--- src/pkg/stfc_pkg.sv ---
// constants, types and register map of the spi transmit fifo control block
package stfc_pkg;

   // ------------------------------------------------------------
   // register bus
   // ------------------------------------------------------------
   localparam int ADDR_W = 20;
   localparam int IDX_W  = 18;
   localparam int DATA_W = 32;
   localparam int REG_W  = 16;

   // register indices; byte address is four times the index
   localparam logic [IDX_W-1:0] IDX_TX_CTRL  = 18'h0704A;
   localparam logic [IDX_W-1:0] IDX_RX_CTRL  = 18'h0704B;
   localparam logic [IDX_W-1:0] IDX_TX_DATA  = 18'h0704C;
   localparam logic [IDX_W-1:0] IDX_IRQ_STAT = 18'h0704D;
   localparam logic [IDX_W-1:0] IDX_IRQ_MASK = 18'h0704E;

   localparam logic [1:0] RESP_OKAY   = 2'h0;
   localparam logic [1:0] RESP_SLVERR = 2'h2;

   // ------------------------------------------------------------
   // transmit fifo
   // ------------------------------------------------------------
   localparam int FIFO_DEPTH = 16;
   localparam int WORD_W     = 16;
   localparam int CNT_W      = 5;
   localparam int THR_W      = 5;

   // tx_fifo_control field positions
   localparam int CHRST_BIT = 15;
   localparam int FENA_BIT  = 14;
   localparam int TPRST_BIT = 13;
   localparam int CNT_LSB   = 8;
   localparam int FLAG_BIT  = 7;
   localparam int CLR_BIT   = 6;
   localparam int IENA_BIT  = 5;
   localparam int THR_LSB   = 0;

   // values after reset
   localparam logic             CHRST_RST = 1'b1;
   localparam logic             FENA_RST  = 1'b0;
   localparam logic             TPRST_RST = 1'b1;
   localparam logic             IENA_RST  = 1'b0;
   localparam logic [THR_W-1:0] THR_RST   = 5'h00;

   // rx_fifo_control is held by layout only
   localparam logic [REG_W-1:0] RX_CTRL_WMASK = 16'h203F;
   localparam logic [REG_W-1:0] RX_CTRL_RST   = 16'h201F;

   // ------------------------------------------------------------
   // interrupt status events
   // ------------------------------------------------------------
   localparam int EV_W     = 2;
   localparam int EV_LEVEL = 0;
   localparam int EV_DROP  = 1;

   typedef enum logic [2:0] {
      SEL_TX_CTRL  = 3'h0,
      SEL_RX_CTRL  = 3'h1,
      SEL_TX_DATA  = 3'h2,
      SEL_IRQ_STAT = 3'h3,
      SEL_IRQ_MASK = 3'h4,
      SEL_NONE     = 3'h7
   } stfc_sel_t;

endpackage

--- src/stfc_tx_fifo_ctrl.sv ---
// spi transmit fifo control and status with an axi4-lite register slave
//
// Chosen here: the AXI4-Lite slave port.
module stfc_tx_fifo_ctrl
   import stfc_pkg::*;
(
   // clock and reset
   input  wire logic              aclk,
   input  wire logic              aresetn,
   // axi4-lite write address
   input  wire logic [ADDR_W-1:0] s_axi_awaddr,
   input  wire logic              s_axi_awvalid,
   output logic                   s_axi_awready,
   // axi4-lite write data
   input  wire logic [DATA_W-1:0] s_axi_wdata,
   input  wire logic [3:0]        s_axi_wstrb,
   input  wire logic              s_axi_wvalid,
   output logic                   s_axi_wready,
   // axi4-lite write response
   output logic      [1:0]        s_axi_bresp,
   output logic                   s_axi_bvalid,
   input  wire logic              s_axi_bready,
   // axi4-lite read address
   input  wire logic [ADDR_W-1:0] s_axi_araddr,
   input  wire logic              s_axi_arvalid,
   output logic                   s_axi_arready,
   // axi4-lite read data
   output logic      [DATA_W-1:0] s_axi_rdata,
   output logic      [1:0]        s_axi_rresp,
   output logic                   s_axi_rvalid,
   input  wire logic              s_axi_rready,
   // serial channel side
   output logic                   channel_reset_n,
   output logic                   fifo_mode_enable,
   output logic      [WORD_W-1:0] tx_word_data,
   output logic                   tx_word_valid,
   input  wire logic              tx_word_taken,
   // interrupts
   output logic                   tx_level_irq,
   output logic                   irq
);

   // ------------------------------------------------------------
   // helpers
   // ------------------------------------------------------------
   function automatic stfc_sel_t reg_sel(input logic [ADDR_W-1:0] addr);
      logic [IDX_W-1:0] idx;
      idx = addr[ADDR_W-1:2];
      case (idx)
         IDX_TX_CTRL:  return SEL_TX_CTRL;
         IDX_RX_CTRL:  return SEL_RX_CTRL;
         IDX_TX_DATA:  return SEL_TX_DATA;
         IDX_IRQ_STAT: return SEL_IRQ_STAT;
         IDX_IRQ_MASK: return SEL_IRQ_MASK;
         default:      return SEL_NONE;
      endcase
   endfunction

   function automatic logic [REG_W-1:0] lane_merge(input logic [REG_W-1:0] old_v,
                                                   input logic [REG_W-1:0] new_v,
                                                   input logic [1:0]       strb);
      return {strb[1] ? new_v[15:8] : old_v[15:8], strb[0] ? new_v[7:0] : old_v[7:0]};
   endfunction

   // ------------------------------------------------------------
   // declarations
   // ------------------------------------------------------------
   logic              aw_hold_ff;
   logic [ADDR_W-1:0] awaddr_ff;
   logic              w_hold_ff;
   logic [DATA_W-1:0] wdata_ff;
   logic [3:0]        wstrb_ff;
   logic              bvalid_ff;
   logic [1:0]        bresp_ff;
   logic              rvalid_ff;
   logic [1:0]        rresp_ff;
   logic [DATA_W-1:0] rdata_ff;

   logic              chrst_ff;
   logic              fena_ff;
   logic              tprst_ff;
   logic              iena_ff;
   logic [THR_W-1:0]  thr_ff;
   logic              flag_ff;
   logic [REG_W-1:0]  rxc_ff;
   logic [EV_W-1:0]   stat_ff;
   logic [EV_W-1:0]   mask_ff;

   logic              aw_fire;
   logic              w_fire;
   logic              wr_fire;
   logic              ar_fire;
   stfc_sel_t         wr_sel;
   stfc_sel_t         ar_sel;
   logic              wr_txc;
   logic [REG_W-1:0]  txc_view;
   logic [REG_W-1:0]  nxt_txc;
   logic              irq_clr;
   logic [DATA_W-1:0] rd_word;

   logic              flush;
   logic              full;
   logic              push_req;
   logic              push;
   logic              drop;
   logic              pop;
   logic              level_hit;
   logic [EV_W-1:0]   ev;
   logic [CNT_W-1:0]  fifo_count;

   // ------------------------------------------------------------
   // axi4-lite write channel
   // ------------------------------------------------------------
   assign aw_fire       = s_axi_awvalid && s_axi_awready;
   assign w_fire        = s_axi_wvalid && s_axi_wready;
   assign s_axi_awready = !aw_hold_ff && !bvalid_ff;
   assign s_axi_wready  = !w_hold_ff && !bvalid_ff;
   // address and data may come in either order; act once both are held
   assign wr_fire       = aw_hold_ff && w_hold_ff && !bvalid_ff;
   assign wr_sel        = reg_sel(awaddr_ff);

   always_ff @(posedge aclk) begin
      if (!aresetn) begin
         aw_hold_ff <= 1'b0;
         awaddr_ff  <= '0;
      end else if (aw_fire) begin
         aw_hold_ff <= 1'b1;
         awaddr_ff  <= s_axi_awaddr;
      end else if (wr_fire) begin
         aw_hold_ff <= 1'b0;
      end
   end

   always_ff @(posedge aclk) begin
      if (!aresetn) begin
         w_hold_ff <= 1'b0;
         wdata_ff  <= '0;
         wstrb_ff  <= 4'h0;
      end else if (w_fire) begin
         w_hold_ff <= 1'b1;
         wdata_ff  <= s_axi_wdata;
         wstrb_ff  <= s_axi_wstrb;
      end else if (wr_fire) begin
         w_hold_ff <= 1'b0;
      end
   end

   always_ff @(posedge aclk) begin
      if (!aresetn) begin
         bvalid_ff <= 1'b0;
         bresp_ff  <= RESP_OKAY;
      end else if (wr_fire) begin
         bvalid_ff <= 1'b1;
         bresp_ff  <= (wr_sel == SEL_NONE) ? RESP_SLVERR : RESP_OKAY;
      end else if (s_axi_bready) begin
         bvalid_ff <= 1'b0;
      end
   end

   assign s_axi_bvalid = bvalid_ff;
   assign s_axi_bresp  = bresp_ff;

   // ------------------------------------------------------------
   // axi4-lite read channel
   // ------------------------------------------------------------
   assign s_axi_arready = !rvalid_ff;
   assign ar_fire       = s_axi_arvalid && s_axi_arready;
   assign ar_sel        = reg_sel(s_axi_araddr);

   always_comb begin
      rd_word = '0;
      case (ar_sel)
         SEL_TX_CTRL:  rd_word[REG_W-1:0] = txc_view;
         SEL_RX_CTRL:  rd_word[REG_W-1:0] = rxc_ff;
         SEL_IRQ_STAT: rd_word[EV_W-1:0]  = stat_ff;
         SEL_IRQ_MASK: rd_word[EV_W-1:0]  = mask_ff;
         default:      rd_word = '0;
      endcase
   end

   always_ff @(posedge aclk) begin
      if (!aresetn) begin
         rvalid_ff <= 1'b0;
         rresp_ff  <= RESP_OKAY;
         rdata_ff  <= '0;
      end else if (ar_fire) begin
         rvalid_ff <= 1'b1;
         rresp_ff  <= (ar_sel == SEL_NONE) ? RESP_SLVERR : RESP_OKAY;
         rdata_ff  <= rd_word;
      end else if (s_axi_rready) begin
         rvalid_ff <= 1'b0;
      end
   end

   assign s_axi_rvalid = rvalid_ff;
   assign s_axi_rresp  = rresp_ff;
   assign s_axi_rdata  = rdata_ff;

   // ------------------------------------------------------------
   // tx_fifo_control register
   // ------------------------------------------------------------
   // the clear position is a constant zero, so it always reads back zero
   assign txc_view = {chrst_ff, fena_ff, tprst_ff, fifo_count,
                      flag_ff, 1'b0, iena_ff, thr_ff};
   assign wr_txc   = wr_fire && (wr_sel == SEL_TX_CTRL);
   assign nxt_txc  = lane_merge(txc_view, wdata_ff[REG_W-1:0], wstrb_ff[1:0]);
   assign irq_clr  = wr_txc && nxt_txc[CLR_BIT];

   always_ff @(posedge aclk) begin
      if (!aresetn) begin
         chrst_ff <= CHRST_RST;
         fena_ff  <= FENA_RST;
         tprst_ff <= TPRST_RST;
         iena_ff  <= IENA_RST;
         thr_ff   <= THR_RST;
      end else if (wr_txc) begin
         chrst_ff <= nxt_txc[CHRST_BIT];
         fena_ff  <= nxt_txc[FENA_BIT];
         tprst_ff <= nxt_txc[TPRST_BIT];
         iena_ff  <= nxt_txc[IENA_BIT];
         thr_ff   <= nxt_txc[THR_LSB +: THR_W];
      end
   end

   always_ff @(posedge aclk) begin
      if (!aresetn) begin
         rxc_ff <= RX_CTRL_RST;
      end else if (wr_fire && (wr_sel == SEL_RX_CTRL)) begin
         rxc_ff <= lane_merge(rxc_ff, wdata_ff[REG_W-1:0], wstrb_ff[1:0]) & RX_CTRL_WMASK;
      end
   end

   assign channel_reset_n  = chrst_ff;
   assign fifo_mode_enable = fena_ff;

   // ------------------------------------------------------------
   // transmit fifo
   // ------------------------------------------------------------
   // a channel reset also empties the fifo; the settings are kept
   assign flush    = !chrst_ff || !tprst_ff;
   // without enhancements the fifo acts as a single-word buffer
   assign full     = fifo_count >= (fena_ff ? CNT_W'(FIFO_DEPTH) : CNT_W'(1));
   assign push_req = wr_fire && (wr_sel == SEL_TX_DATA) && (wstrb_ff[1:0] != 2'h0);
   assign push     = push_req && !full && !flush;
   assign drop     = push_req && full && !flush;
   assign tx_word_valid = (fifo_count != '0) && !flush;
   assign pop      = tx_word_taken && tx_word_valid;

   stfc_word_fifo #(
      .WIDTH (WORD_W),
      .DEPTH (FIFO_DEPTH)
   ) u_fifo (
      .clk       (aclk),
      .rst_n     (aresetn),
      .flush     (flush),
      .push      (push),
      .push_data (wdata_ff[WORD_W-1:0]),
      .pop       (pop),
      .head_data (tx_word_data),
      .count     (fifo_count)
   );

   // ------------------------------------------------------------
   // level-match interrupt
   // ------------------------------------------------------------
   assign level_hit = fena_ff && (fifo_count <= thr_ff);

   // the condition is a level, so it wins over a clear in the same cycle
   always_ff @(posedge aclk) begin
      if (!aresetn) begin
         flag_ff <= 1'b0;
      end else if (level_hit) begin
         flag_ff <= 1'b1;
      end else if (irq_clr) begin
         flag_ff <= 1'b0;
      end
   end

   assign tx_level_irq = flag_ff && iena_ff;

   // ------------------------------------------------------------
   // interrupt status and mask
   // ------------------------------------------------------------
   always_comb begin
      ev           = '0;
      ev[EV_LEVEL] = level_hit && !flag_ff;
      ev[EV_DROP]  = drop;
   end

   // a read clears status, but an event in that same cycle survives
   always_ff @(posedge aclk) begin
      if (!aresetn) begin
         stat_ff <= '0;
      end else if (ar_fire && (ar_sel == SEL_IRQ_STAT)) begin
         stat_ff <= ev;
      end else begin
         stat_ff <= stat_ff | ev;
      end
   end

   always_ff @(posedge aclk) begin
      if (!aresetn) begin
         mask_ff <= '0;
      end else if (wr_fire && (wr_sel == SEL_IRQ_MASK) && wstrb_ff[0]) begin
         mask_ff <= wdata_ff[EV_W-1:0];
      end
   end

   assign irq = |(stat_ff & mask_ff);
endmodule

--- src/stfc_word_fifo.sv ---
// word storage and fill count of the transmit fifo
module stfc_word_fifo #(
   parameter  int WIDTH = 16,
   parameter  int DEPTH = 16,
   localparam int PW    = $clog2(DEPTH),
   localparam int CW    = PW + 1
) (
   // clock and reset
   input  wire logic             clk,
   input  wire logic             rst_n,
   // control
   input  wire logic             flush,
   input  wire logic             push,
   input  wire logic [WIDTH-1:0] push_data,
   input  wire logic             pop,
   // state
   output logic      [WIDTH-1:0] head_data,
   output logic      [CW-1:0]    count
);

   logic [WIDTH-1:0] mem_ff [DEPTH];
   logic [PW-1:0]    wr_ptr_ff;
   logic [PW-1:0]    rd_ptr_ff;
   logic [CW-1:0]    count_ff;

   // pointers wrap by width, so depth must be a power of two
   always_ff @(posedge clk) begin
      if (!rst_n || flush) begin
         wr_ptr_ff <= '0;
         rd_ptr_ff <= '0;
      end else begin
         if (push) begin
            wr_ptr_ff <= wr_ptr_ff + PW'(1);
         end
         if (pop) begin
            rd_ptr_ff <= rd_ptr_ff + PW'(1);
         end
      end
   end

   always_ff @(posedge clk) begin
      if (!rst_n || flush) begin
         count_ff <= '0;
      end else if (push && !pop) begin
         count_ff <= count_ff + CW'(1);
      end else if (pop && !push) begin
         count_ff <= count_ff - CW'(1);
      end
   end

   // storage needs no reset; the count says what is valid
   always_ff @(posedge clk) begin
      if (push) begin
         mem_ff[wr_ptr_ff] <= push_data;
      end
   end

   assign head_data = mem_ff[rd_ptr_ff];
   assign count     = count_ff;

endmodule

--- config.mk ---
export PLATFORM = sky130hd
export DESIGN_NAME = stfc_tx_fifo_ctrl
export DESIGN_NICKNAME = d
export VERILOG_FILES = /design/src/pkg/stfc_pkg.sv /design/src/stfc_tx_fifo_ctrl.sv /design/src/stfc_word_fifo.sv
export SDC_FILE = /design/constraint.sdc
export NUM_CORES = 1
export LEC_CHECK = 0
export ABC_AREA = 1
export BUFFER_PORTS_ARGS = -buffer_cell sky130_fd_sc_hd__buf_2
export CAP_MARGIN = 30
export CORE_ASPECT_RATIO = 0.6
export CORE_MARGIN = 3
export CORE_UTILIZATION = 50
export CTS_CLUSTER_SIZE = 8
export DETAILED_ROUTE_END_ITERATION = 16
export PLACE_DENSITY = 0.79
export SKIP_CTS_REPAIR_TIMING = 1
export SLEW_MARGIN = 10
export SYNTH_ARGS = -nofsm -noshare
export SYNTH_HDL_FRONTEND = slang
export SYNTH_HIERARCHICAL = 1
export SYNTH_SLANG_ARGS = --single-unit
--- constraint.sdc ---
create_clock -name aclk -period 5.95 [get_ports aclk]
set_input_delay 0.2975 -clock aclk [delete_from_list [all_inputs] [get_ports aclk]]
set_output_delay 0.2975 -clock aclk [all_outputs]
set_load 0.01 [all_outputs]
# After elaboration in Yosys (flattened, before gate mapping)
# Memory sizes are Yosys's and may differ from the RTL's. A register that Yosys moved wholly into a read port is not among the register bits.
# Index checks and enable logic that the tools add are counted.
# classes
n_addsub	4
multipliers	0
div	0
magnitude_cmp	2
n_eq_ne	18
shift	0
n_mux	24
bitwise_logic	2
reduce_logical	55
# op_table
cell	count
18-bit by 15-bit == test with 1-bit output, second input constant	10
3-bit one-hot mux with 5 select lines	2
14-bit one-hot mux with 2 select lines	1
1-bit logical AND	26
5-bit 2-to-1 mux	3
2-bit nonzero test	7
3-bit == test, second input constant	4
1-bit zero test	12
1-bit 2-to-1 mux	11
4-bit by 1-bit adder with 4-bit output, second input constant	2
4-bit 2-to-1 mux	2
2-bit one-hot mux with 4 select lines	1
2-bit AND reduction	4
7-bit 2-to-1 mux	1
3-bit by 1-bit == test with 1-bit output, second input constant	2
3-bit by 2-bit == test with 1-bit output, second input constant	2
3-bit zero test	2
2-bit 2-to-1 mux	3
5-bit by 1-bit adder with 5-bit output, second input constant	1
5-bit >= comparator	1
5-bit <= comparator	1
5-bit nonzero test	1
5-bit by 1-bit subtractor with 5-bit output, second input constant	1
2-bit bitwise AND	1
3 further kinds	4
# totals
regBits	96
latchBits	0
mem_bits_rw	256
romBits	0
inputBits	84
output_inout_bits	62
wordCells	129
n_memories	1
# mem_list
memory	words	word_bits	read_ports	rd_ports_with_merged_regs	write_ports	line	source
u_fifo.mem_ff	16	16	1	1	1	stfc_word_fifo.sv:21	logic [WIDTH-1:0] mem_ff [DEPTH];

# Longest topological paths before layout
# depth
word_depth	11
ltp_mapped	18
depth_no_buf	18

# By module
# Netlist, hierarchy kept.
# by_module_without_submodules
module	n_inst	cells_per_inst	area_per_inst_um2	seq_area_each_um2
stfc_word_fifo	1	1152	11866.4	8027.7
stfc_tx_fifo_ctrl	1	531	3898.7	1561.5

# Least setup slack after synthesis
# Ideal clock, no wire load.
# synth_path
kind	reg-to-reg
from	register awaddr_ff[19]
to	memory u_fifo.mem_ff[11][0] (enable)
setup_time_ns	0.388
arrival_ns	2.283
required_ns	5.562
path_slack_ns	3.278
stages_incl_launch_ff	12
n_path_buf	0
synth_period_minus_slack_ns	2.672
cell_sequence	dfxtp_1 nor2_4 nand2_1 nor3_2 nand3_2 nand2_1 o21ai_1 nor2_1 nand2_1 nor2_1 nand2_1 nor2_1
# synth_via
elab_chain_cells	9
elab_cells_between_ends	13
classes_between	eq/ne: 6; mux: 3; reduce/logical: 4
# synth_rtl
element	line	source
from (decl)	stfc_tx_fifo_ctrl.sv:69	logic [ADDR_W-1:0] awaddr_ff;
from (signal assigned)	stfc_tx_fifo_ctrl.sv:128	awaddr_ff <= s_axi_awaddr;
18-bit by 15-bit == test with 1-bit output	stfc_tx_fifo_ctrl.sv:49	case (idx)
3-bit one-hot mux with 5 select lines (*)	stfc_tx_fifo_ctrl.sv:49	
3-bit by 2-bit == test with 1-bit output (*)	stfc_tx_fifo_ctrl.sv:243	assign push_req = wr_fire && (wr_sel == SEL_TX_DATA) && (wstrb_ff[1:0] != 2'h0);
1-bit logical AND (*) (2 in series)	stfc_tx_fifo_ctrl.sv:243	
1-bit logical AND (*) (2 in series)	stfc_tx_fifo_ctrl.sv:244	assign push = push_req && !full && !flush;
named net push	stfc_tx_fifo_ctrl.sv:104	logic push;
1-bit 2-to-1 mux (*)	stfc_word_fifo.sv:53	if (push) begin
1-bit 2-to-1 mux (not written as such) (*)	stfc_word_fifo.sv:54	mem_ff[wr_ptr_ff] <= push_data;
to (decl)	stfc_word_fifo.sv:21	
# The timed path passes the listed nets; every way through them passes the cells marked *.

==> results.ini <==
[floorplanning]
die-area_um2 = 33800
ios = 146
die_w_um = 235
num_rows = 49
start_util_pct = 51.7
core_um2 = 30500
die_h_um = 144

[synthesis]
synth_edf_count = 256
synth_area_leader_cell = edfxtp_1
synthMuxAreaShare_pct = 0
syn-cell-area_um2 = 15800
yosysTopAreaCellShare_pct = 48.8
synth_top_cells_by_count = nand2_1 (435), edfxtp_1 (256), inv_1 (255)
synthXorXnorAreaFrac_pct = 0.167
netlist_top_cells_area = edfxtp_1 (49%), dfxtp_1 (12%), nand2_1 (10%)
syn_inst = 1683
ys_async_sr_fraction_pct = 0
synth_compound_area_share_pct = 4.15
ys_seq_elements = 351
synth_most_common_cell = nand2_1
synth-simple-area-share_pct = 23.4
ys_types = 41
synth_top_family_by_area = simple AND/OR/NAND/NOR gates
ys_seq_area_share_pct = 60.8
synthAdderAreaFrac_pct = 1.40
ys.warnings.count = 6
synth_top_flop_cell = edfxtp_1
avgSynthCellArea_um2 = 9.37

[clock_tree]
clk_latency_ns = 0.55
clk_pin_slew_worst_paths_ns = 0.05
cts_tree = done
clk_path_buf_depth = 3
cts_htree_levels = 2
cts_buffers = 49
clock-sinks = 351
clockRootBuffer = clkbuf_16

[critical_path]
critPathBufInv = 4
cp.required_ns = 5.65
crit_chain = clkinv_2 -> buf_4 -> buf_16 -> nand2_1 -> nand3_1 -> nand3_1 -> nand3_1 -> nand2_1 -> buf_2
start_kind = register
arrival_ns = 3.15
crit_type = register to output pin
r2r_end = u_fifo/mem_ff[3][9]$_DFFE_PP_
r2r_slack_ns = 2.62
cp_top_family = buffers and inverters
critPathCapture = tx_word_data[14]
r2r_cells = 12
crit_slowest_cell = dfxtp_4
path_depth = 9
worst_path_largest_cell_delay_ns = 0.58
cp-end-kind = output pin
path_max_fanout = 86
r2r_start = awaddr_ff[19]$_SDFFE_PN0P_
cpMostUsedCell = nand3_1

[timing]
tns_ns = 0
max_slew.worst_pin.slew_ns = 0.857
period_minus_slack_ns = 3.44
skew_ns = 0.0147
maxSlewHeadroom_pct = 42.7
rsz0062_at_grt = no
timing.fmax_mhz = 290
finalHoldViolCount = 1
fin_hold_ws_ns = -0.00452
drv_slew = 0
setup_viol_count_final = 0
fin_crit_sh_pct = 57.9

[routing]
drc = 0
routedWlPerCell_um = 16.7
drtIter0Drc = 1285
postRouteAntennaNets = 0
wirelength_um = 37300
num_vias = 11700
via_per_inst = 5.23
drtPass1Iterations = 5

[run]
drv_cap = 0

[global_routing]
antenna_found_initial = 1
grt_pass1_vias = 11100
groute.usage.overall_pct = 22.0
grt-ovfl-total = 0
grt_max_degree = 97
grt_pass1_wl_um = 58800

[placed_design]
hpwl_um = 22600
io_buffers = 104
place_inst = 2145
gp_congestion = 0.893

[outcome]
violations = hold timing
status = finished with violations

[pwr]
p_seq_share_pct = 42.3
power.leakage_nw = 7.85
ir_drop_v = 0.000224
comb_power_share_pct = 19.5
switching_share_pct = 29.8
p_per_area_nw_per_um2 = 374
intPower_mw = 4.72
p_clk_share_pct = 38.3
p_sw_mw = 2.00

[worst_hold_path]
hp-class = input port to register
hp-start = s_axi_awaddr[11]

[final_layout]
fin_nets = 1892
finalNonFillerCells = 2235
syn_to_final_growth_pct = 14.0
drive_gt1_share_pct = 12.4
antenna_cells = 0

## how the worst min path moves through the flow
stage                                        endpoint  slack [ns]  depth (start not counted)
after floorplan             awaddr_ff[9]$_SDFFE_PN0P_        0.43                          2
final                      awaddr_ff[11]$_SDFFE_PN0P_      -0.005                          3
after detailed placement  s_axi_rdata[8]$_SDFFE_PN0P_        0.46                          2
after global placement      awaddr_ff[9]$_SDFFE_PN0P_        0.44                          2
after CTS                  awaddr_ff[11]$_SDFFE_PN0P_       -0.02                          3
after global routing       awaddr_ff[11]$_SDFFE_PN0P_        0.01                          3
## tightest hold or removal path, cell delays in order
cell	delay, ns
buf_2	0.07
o21ai_1	0.06
nor2_1	0.07
## state kept, by name (all words and copies together) (netlist names), 2 cells and up, named ones only
| register | count |
|---|---|
| u_fifo/wr_ptr_ff | 4 |
| thr_ff | 5 |
| s_axi_rdata | 15 |
| u_fifo/rd_ptr_ff | 4 |
| u_fifo/count | 5 |
| wdata_ff | 16 |
| wstrb_ff | 2 |
| awaddr_ff | 18 |
| mask_ff | 2 |
| stat_ff | 2 |
| u_fifo/mem_ff | 256 |
| rxc_ff | 7 |
## power by group through the flow
| stage | Combinational, mW | Sequential, mW | Clock, mW |
|---|---|---|---|
| floorplan | 1.00 | 2.81 | 0 |
| global placement | 1.23 | 2.88 | 0 |
| detailed placement | 1.26 | 2.88 | 0 |
| CTS | 1.27 | 2.84 | 2.61 |
| global route | 1.46 | 2.85 | 2.73 |
| finish | 1.31 | 2.84 | 2.57 |
## layout by cell type (no fill, tap or decap), types with 3 or more instances in the layout
cell type	count
a21oi_1	55
clkbuf_1	35
nand3_1	224
clkbuf_16	51
nor3_1	6
edfxtp_1	256
nand2_2	7
buf_2	104
nor2_1	113
inv_2	8
ha_1	16
nand4_1	30
o21ai_0	38
buf_4	25
nand2_1	435
xor2_1	3
inv_1	255
o21ai_1	11
buf_16	3
nor2_4	3
dfxtp_1	93
conb_1	19
o211ai_2	7
## per-layer routing
layer | vias up | global-route usage (%) | wire (um)
met5 | - | 0 | 9
met3 | 87 | 5.08 | 4080
met2 | 542 | 33.9 | 16200
met1 | 5410 | 31.5 | 16200
met4 | 2 | 6.59 | 833
li1 | 5656 | - | -
## metrics by stage
stage / util [%] / setup WS, ns / cell area [um2] / hold WS, ns / total power, mW
after floorplan: - / 3.28 / 15800 / 0.430 / 3.81
after global placement: 54.0 / 2.75 / 16500 / 0.443 / 4.11
after detailed placement: 54.0 / 2.64 / 16500 / 0.456 / 4.15
after CTS: 58.7 / 2.44 / 17900 / -0.0225 / 6.72
after global routing: 59.0 / 2.26 / 18000 / 0.0117 / 7.04
final: 59.0 / 2.51 / 18000 / -0.00452 / 6.72
## kinds of logic (layout without fill, tap and decap cells)
family                   Yosys count  in the layout
AND/OR/NAND/NOR                  836            836
AO/OA/AOI/OAI                    117            117
other                              1             19
buffers and inverters            358            484
flip-flops                       351            351
XOR/XNOR                           3              3
adder cells (fa/ha/maj)           17             17
## final cells by class
type | count | area, um2
fillers | 2442 | 12500
flip-flops and latches | 351 | 9590
multi-input cells | 992 | 4660
clock buffers | 86 | 1410
inverters | 265 | 996
repair buffers | 132 | 791
well taps | 408 | 510
clock inverters | 1 | 8.76
Note: power is estimated with default switching activity, not from simulation.
